==> src/parcr_pkg.sv <==
// Constants and types shared by the pad and regulator configuration registers
package parcr_pkg;

  // ----------------------------------------------------------------------
  // Bus widths
  // ----------------------------------------------------------------------
  localparam int ADDR_W = 16;
  localparam int DATA_W = 16;

  // ----------------------------------------------------------------------
  // Register offsets, word addresses on the register port
  // ----------------------------------------------------------------------
  localparam logic [15:0] OFS_SLEW    = 16'h1c16; // output_slew_select
  localparam logic [15:0] OFS_INHIBIT = 16'h1c17; // serial_pin_pulldown_inhibit
  localparam logic [15:0] OFS_REGCTL  = 16'h7004; // regulator_control

  // ----------------------------------------------------------------------
  // Field positions
  // ----------------------------------------------------------------------
  localparam int BIT_USB_EN    = 0;  // regulator_control
  localparam int BIT_VOLT_SEL  = 1;  // regulator_control
  localparam int BIT_CLK_SLEW  = 2;  // output_slew_select
  localparam int BIT_EMIF_SLEW = 0;  // output_slew_select
  localparam int SP_PINS       = 6;  // pins per serial port
  localparam int SP1_LSB       = 8;  // serial port 1 inhibit field
  localparam int SP0_LSB       = 0;  // serial port 0 inhibit field

  // ----------------------------------------------------------------------
  // Reset values and encodings
  // ----------------------------------------------------------------------
  localparam logic       RST_USB_EN   = 1'h0;
  localparam logic       RST_VOLT_SEL = 1'h0;
  localparam logic       RST_SLEW     = 1'h1;
  localparam logic [5:0] RST_INHIBIT  = 6'h3f;
  localparam logic       VOLT_1P30    = 1'h0; // core regulator at 1.3 V
  localparam logic       VOLT_1P05    = 1'h1; // core regulator at 1.05 V
  localparam logic       SLEW_FAST    = 1'h1;
  localparam logic [15:0] DATA_ZERO   = 16'h0000;

  // ----------------------------------------------------------------------
  // Register state of the bank
  // ----------------------------------------------------------------------
  typedef struct packed {
    logic        usb_en;
    logic        volt_sel;
    logic        clk_slew;
    logic        emif_slew;
    logic [5:0]  sp1_inh;
    logic [5:0]  sp0_inh;
    logic [15:0] rdata;
  } parcr_state_t;

  // Two-stage synchroniser state
  typedef struct packed {
    logic meta;
    logic q;
  } parcr_sync_t;

endpackage : parcr_pkg

==> src/parcr_regs.sv <==
// Pad and regulator configuration register bank with regulator enable decode
//
// Behaviour
// Bits 15 to 2 of regulator_control read as zero and writes to them are dropped.
// regulator_control bit 1 picks the core regulator voltage, 0 for 1.3 V, 1 for 1.05 V.
// regulator_control bit 0 enables the USB regulator at 1.3 V, 0 disables and floats it.
// Either power-down bit at 1 turns off analog, core and USB regulators unconditionally.
// With no power-down, analog is on, core follows a low enable pin, USB follows its bit.
// output_slew_select bit 2 sets clock-out slew, 1 fast, 0 slow, resets to 1, read-write.
// output_slew_select bit 0 sets memory pin slew, resets to 1; bits 15-3 and 1 read zero.
// An inhibit bit at 1 disables its pin pulldown, at 0 enables it; all reset to 1.
// Inhibit bits 13-8 serve serial port 1 pins 5-0, bits 5-0 port 0; 15-14, 7-6 read zero.
// The test-reset pin pulldown is always enabled and no bit can disable it.
// Both regulator_control bits reset to 0 and are read-write.
// Regulator enables and voltage select decode combinationally with no pipeline delay; core_regulator_on lags the pin two clocks through the synchroniser.
`timescale 1ns/1ps
`default_nettype none

module parcr_regs (
  // Clock and reset
  input  wire logic        clk,
  input  wire logic        rstn,
  // Register port
  input  wire logic [15:0] addr,
  input  wire logic [15:0] wdata,
  input  wire logic        wr_en,
  input  wire logic        rd_en,
  output logic      [15:0] rdata,
  // Power-down bits from the RTC power management register
  input  wire logic        bandgap_powerdown,
  input  wire logic        regulator_powerdown,
  // External core regulator enable pin, active low
  input  wire logic        core_reg_pin_enable_n,
  // Regulator controls
  output logic             analog_regulator_on,
  output logic             core_regulator_on,
  output logic             usb_regulator_on,
  output logic             usb_regulator_out_hiz,
  output logic             core_reg_volt_sel,
  // Pad controls
  output logic             clock_out_slew_sel,
  output logic             ext_mem_slew_sel,
  output logic      [5:0]  sp1_pd_inhibit,
  output logic      [5:0]  sp0_pd_inhibit,
  output logic      [5:0]  sp1_pd_enable,
  output logic      [5:0]  sp0_pd_enable,
  output logic             test_reset_n_pd_enable
);

  // ----------------------------------------------------------------------
  // Declarations
  // ----------------------------------------------------------------------
  parcr_pkg::parcr_state_t st;
  parcr_pkg::parcr_state_t next_st;
  logic                    srst_n;
  logic                    pin_en_n_sync;
  logic                    any_pd;
  logic                    wr_ctl;
  logic                    wr_slew;
  logic                    wr_inh;

  // ----------------------------------------------------------------------
  // Address decode
  // ----------------------------------------------------------------------
  // Shared by the write and read paths
  function automatic logic hit(input logic [15:0] a, input logic [15:0] ofs);
    hit = (a == ofs);
  endfunction : hit

  // Inhibit register image with reserved bits forced low
  function automatic logic [15:0] inhibit_word(input logic [5:0] p1,
                                               input logic [5:0] p0);
    logic [15:0] w;
    w = parcr_pkg::DATA_ZERO;
    w[parcr_pkg::SP1_LSB +: parcr_pkg::SP_PINS] = p1;
    w[parcr_pkg::SP0_LSB +: parcr_pkg::SP_PINS] = p0;
    inhibit_word = w;
  endfunction : inhibit_word

  // ----------------------------------------------------------------------
  // Reset release and pin synchronisers
  // ----------------------------------------------------------------------
  // Release of the async reset is retimed so the bank and pin synchroniser flops leave reset together
  parcr_sync2 #(
    .RST_VAL (1'h0)
  ) u_rst_sync (
    .clk   (clk),
    .rst_n (rstn),
    .d     (1'h1),
    .q     (srst_n)
  );

  // Pin is asynchronous; reset value keeps the core regulator on
  parcr_sync2 #(
    .RST_VAL (1'h0)
  ) u_pin_sync (
    .clk   (clk),
    .rst_n (srst_n),
    .d     (core_reg_pin_enable_n),
    .q     (pin_en_n_sync)
  );

  // ----------------------------------------------------------------------
  // Strobes
  // ----------------------------------------------------------------------
  assign wr_ctl  = wr_en && hit(addr, parcr_pkg::OFS_REGCTL);
  assign wr_slew = wr_en && hit(addr, parcr_pkg::OFS_SLEW);
  assign wr_inh  = wr_en && hit(addr, parcr_pkg::OFS_INHIBIT);

  // ----------------------------------------------------------------------
  // Next state
  // ----------------------------------------------------------------------
  // Read data is valid only in the cycle after a read; zero otherwise
  always_comb begin
    next_st       = st;
    next_st.rdata = parcr_pkg::DATA_ZERO;
    if (wr_ctl) begin
      // Only the two low bits are stored, upper bits are dropped
      next_st.usb_en   = wdata[parcr_pkg::BIT_USB_EN];
      next_st.volt_sel = wdata[parcr_pkg::BIT_VOLT_SEL];
    end
    if (wr_slew) begin
      next_st.clk_slew  = wdata[parcr_pkg::BIT_CLK_SLEW];
      next_st.emif_slew = wdata[parcr_pkg::BIT_EMIF_SLEW];
    end
    if (wr_inh) begin
      next_st.sp1_inh = wdata[parcr_pkg::SP1_LSB +: parcr_pkg::SP_PINS];
      next_st.sp0_inh = wdata[parcr_pkg::SP0_LSB +: parcr_pkg::SP_PINS];
    end
    if (rd_en) begin
      if (hit(addr, parcr_pkg::OFS_REGCTL)) begin
        next_st.rdata[parcr_pkg::BIT_USB_EN]   = st.usb_en;
        next_st.rdata[parcr_pkg::BIT_VOLT_SEL] = st.volt_sel;
      end else if (hit(addr, parcr_pkg::OFS_SLEW)) begin
        next_st.rdata[parcr_pkg::BIT_CLK_SLEW]  = st.clk_slew;
        next_st.rdata[parcr_pkg::BIT_EMIF_SLEW] = st.emif_slew;
      end else if (hit(addr, parcr_pkg::OFS_INHIBIT)) begin
        next_st.rdata = inhibit_word(st.sp1_inh, st.sp0_inh);
      end
    end
  end

  // ----------------------------------------------------------------------
  // State register
  // ----------------------------------------------------------------------
  always_ff @(posedge clk or negedge srst_n) begin
    if (!srst_n) begin
      st.usb_en    <= parcr_pkg::RST_USB_EN;
      st.volt_sel  <= parcr_pkg::RST_VOLT_SEL;
      st.clk_slew  <= parcr_pkg::RST_SLEW;
      st.emif_slew <= parcr_pkg::RST_SLEW;
      st.sp1_inh   <= parcr_pkg::RST_INHIBIT;
      st.sp0_inh   <= parcr_pkg::RST_INHIBIT;
      st.rdata     <= parcr_pkg::DATA_ZERO;
    end else begin
      st <= next_st;
    end
  end

  // ----------------------------------------------------------------------
  // Regulator decode
  // ----------------------------------------------------------------------
  // Purely combinational so power-down acts in the same cycle
  assign any_pd                = bandgap_powerdown || regulator_powerdown;
  assign analog_regulator_on   = !any_pd;
  assign core_regulator_on     = !any_pd && !pin_en_n_sync;
  assign usb_regulator_on      = !any_pd && st.usb_en;
  assign usb_regulator_out_hiz = !usb_regulator_on;
  assign core_reg_volt_sel     = st.volt_sel;

  // ----------------------------------------------------------------------
  // Pad controls
  // ----------------------------------------------------------------------
  assign rdata                  = st.rdata;
  assign clock_out_slew_sel     = st.clk_slew;
  assign ext_mem_slew_sel       = st.emif_slew;
  assign sp1_pd_inhibit         = st.sp1_inh;
  assign sp0_pd_inhibit         = st.sp0_inh;
  // No register bit reaches this pad, so its pulldown cannot be lost
  assign test_reset_n_pd_enable = 1'h1;

  // Per-pin pulldown enables, inverse of the inhibit bits
  for (genvar i = 0; i < parcr_pkg::SP_PINS; i++) begin : g_pd
    assign sp1_pd_enable[i] = !st.sp1_inh[i];
    assign sp0_pd_enable[i] = !st.sp0_inh[i];
  end
endmodule : parcr_regs

`default_nettype wire

==> src/parcr_sync2.sv <==
// Two flip-flop synchroniser with a constant reset value
`timescale 1ns/1ps
`default_nettype none

module parcr_sync2 #(
  parameter logic RST_VAL = 1'h0
) (
  // Clock and reset
  input  wire logic clk,
  input  wire logic rst_n,
  // Asynchronous level in, synchronised level out
  input  wire logic d,
  output logic      q
);

  parcr_pkg::parcr_sync_t st;
  parcr_pkg::parcr_sync_t next_st;

  // ----------------------------------------------------------------------
  // Next state
  // ----------------------------------------------------------------------
  // First stage feeds only the second stage
  always_comb begin
    next_st      = st;
    next_st.meta = d;
    next_st.q    = st.meta;
  end

  // ----------------------------------------------------------------------
  // State register
  // ----------------------------------------------------------------------
  // Reset loads constants only, never the input
  always_ff @(posedge clk or negedge rst_n) begin
    if (!rst_n) begin
      st <= {RST_VAL, RST_VAL};
    end else begin
      st <= next_st;
    end
  end

  assign q = st.q;

endmodule : parcr_sync2

`default_nettype wire
==> config.mk <==
export PLATFORM = sky130hd
export DESIGN_NAME = parcr_regs
export DESIGN_NICKNAME = d
export VERILOG_FILES = /design/src/parcr_pkg.sv /design/src/parcr_regs.sv /design/src/parcr_sync2.sv
export SDC_FILE = /design/constraint.sdc
export NUM_CORES = 1
export LEC_CHECK = 0
export BUFFER_PORTS_ARGS = -buffer_cell sky130_fd_sc_hd__buf_2
export CORE_MARGIN = 2
export CORE_UTILIZATION = 39
export DETAILED_ROUTE_END_ITERATION = 10
export MAX_ROUTING_LAYER = met4
export PLACE_DENSITY = 0.74
export SLEW_MARGIN = 20
export SYNTH_ARGS = -nofsm -noshare
export SYNTH_HDL_FRONTEND = slang
export SYNTH_HIERARCHICAL = 1
export SYNTH_SLANG_ARGS = --single-unit
==> constraint.sdc <==
create_clock -name clk -period 1 [get_ports clk]
set_clock_uncertainty 0.05 [all_clocks]
set_input_delay 0 -clock clk [delete_from_list [all_inputs] [get_ports clk]]
set_output_delay 0 -clock clk [all_outputs]
set_load 0.03 [all_outputs]
==> metrics.txt <==
outcome complete, but fails checks; violated checks setup timing; wirelength, routed between 4000 and 5000 µm; RSZ-0062 raised after global routing yes; worst r2r src sp0_pd_inhibit[1]; Sequential Power Share 0.526; biggest area consumer among synthesized cells dfrtp_1; post-route ant nets 0; setup violators final 51; Finished Layout Cells about 280; YS warnings 6; Required @ worst endpoint roughly 1100 ps; Synth area leaders dfrtp_1 29%, dfstp_2 24%, buf_4 14%; # diodes 0; Lkg Pwr 1.31 nW; Critical Setup Path Class input port to flop; drt drc 0; reg2reg setup slack -30 ps; Synth cell types 23; Synth top area share 0.288; share of cells above drive strength 1 0.798; routability congestion estimate from global placement ~0.89; synthesized area approximately 0.0016 mm²; H-tree Lvls 2; combinational share of power 0.114; clock power share 0.360; final worst path period share 1.25; vias in the first global route 1416; Reg clk slew, reported paths about 60 ps; Starting Density 0.417; Achievable Freq ~0.8 GHz; Design Power 2.49 mW; DP HPWL around 2500 µm; Worst Setup End Kind flop; Max IR drop VDD 1120 µV; syn avg cell area about 12 µm²; clock latency on the worst-skew pair about 270 ps; Period minus WS final ~1200 ps; die width a little under 70 µm; # rows 22; Core Box Area between 0.003 and 0.004 mm²; crit path max fanout 3; placed cells 237; Clock Root Buffer clkbuf_8; PwrDens between 900 and 1000 mW/mm²; post-DR wirelength/cell around 16 µm; internal power 1.92 mW; switching fraction of total power 0.228; filler instances around 270; Startpoint Class input port; Worst Hold Class flop to asynchronous set/reset pin; GRT Total Usage 0.210; Buffers on Ports 77; TritonCTS clock tree yes; total CTS buffers 5; vias between 1k and 1.5k; count of final hold-check violations 0; initial antenna violation count 0; register bit count reported by yosys 32; DP Area 0.00192 mm²; most frequent cells in the layout 43 x buf_2, 33 x buf_6, 31 x buf_4; First-pass DRT Iterations 4; total die area between 0.004 and 0.005 mm²; Sink Count 32; Final #Nets around 270; most common cell after layout, fill and taps aside buf_2; total grt overflow 0; Pins Over Slew Limit 0; post-synthesis sequential area ratio 0.524; final worst slack -247 ps; Syn-to-layout area delta 71.5%; reg2reg end rdata[1]; switching power around 0.57 mW; # IOs between 80 and 90; initial DRC count 37; pre-CTS setup slack -516 ps; post-synthesis instance total 129; max_cap viols 0; largest net degree at the start of global routing 31; Critical Path AT ~1400 ps; die height between 60 and 70 µm; Bufs on Longest Clock Path 2; Via density around 4.6; Setup TNS Final -4860 ps; Finished Cell Area between 0.002 and 0.003 mm²; R2R depth 3; first-pass GRT wire length between 6000 and 7000 µm
[how the worst max path moves through the flow]
stage / from / to / slack (ps) / depth (start not counted)
2_1_floorplan: addr[3] / sp0_pd_inhibit[2] / -380 / 5
3_3_place_gp: addr[3] / sp0_pd_inhibit[5] / -490 / 5
3_5_place_dp: addr[3] / sp1_pd_inhibit[1] / -520 / 5
4_1_cts: addr[5] / sp1_pd_inhibit[3] / -230 / 5
5_1_grt: addr[5] / ext_mem_slew_sel / -360 / 7
6_report: addr[5] / ext_mem_slew_sel / -250 / 7
[repair_timing]
item | 4_1_cts | 5_1_grt
setup endpoints to repair | 54 | 57
hold buffers | 15 | 0
pin swaps | 10 | 6
buffers inserted | 19 | 2
gates resized for setup | 93 | 16
hold endpoints to repair | 19 | 0
gates cloned | 2 | 0
[power groups by stage]
stage | registers, mW | logic (mW) | clock network (mW)
finish | 1.31 | 0.283 | 0.897
global route | 1.31 | 0.304 | 1.00
CTS | 1.31 | 0.274 | 0.910
detailed placement | 1.33 | 0.210 | 0
global placement | 1.33 | 0.204 | 0
floorplan | 1.35 | 0.0845 | 0
[worst max-delay path: stages]
cell	delay [ps]
buf_6	100
nor4bb_4	300
nand3b_1	180
buf_4	190
nor3_2	180
buf_4	160
mux2_4	290
[stage by stage]
step                 util  hold WS, ps
CTS                 0.695          125
finish              0.715          162
global placement    0.513         -265
detailed placement  0.513         -264
global route        0.715          167
floorplan               -         -346
[layout make-up]
type                       count  area [µm²]  share of cell area
tap                           48        60.1              0.0224
timing repair buffer         123         990               0.370
inverter                      14        52.6              0.0196
multi-input combinational     57         679               0.254
clock inverter                 1        5.00             0.00187
sequential                    32         818               0.306
clock buffer                   6        72.6              0.0271
[flip-flops by register name, indices dropped and copies added (netlist names)]
signal              flops
core_reg_volt_sel       1
u_pin_sync/next_st      1
sp1_pd_inhibit          6
ext_mem_slew_sel        1
sp0_pd_inhibit          6
u_pin_sync/q            1
clock_out_slew_sel      1
st                      1
u_rst_sync/next_st      1
u_rst_sync/q            1
rdata                  12
[cell families after synthesis]
group                  after synthesis  share of synthesized area
AO/OA/AOI/OAI                        2                     0.0112
buffers and inverters               46                      0.185
flip-flops                          32                      0.524
multiplexers                        18                      0.152
other                                2                    0.00481
AND/OR/NAND/NOR                     29                      0.123
[synthesized netlist by cell type]
cell type and number:
dfrtp_1 18, nand3b_1 2, mux2i_1 2, nand4_2 1, clkbuf_1 2, mux2_2 6
nand4_1 2, conb_1 2, mux2_4 10, buf_4 29, nor4_4 1, nand2_1 2
or2_2 1, o2bb2ai_1 2, nor2_1 5, nor3_1 11, or3_4 1, and4bb_2 1
nor4bb_1 1, inv_1 14, dfstp_2 14, buf_6 1, nor4b_1 1
[routing by layer]
metal,track usage,part of all wire
met2,0.373,0.58
met3,0.0517,0.044
met5,-,0
met1,0.221,0.37
met4,0.0893,0.0069
(Power assumes the default switching activity.)
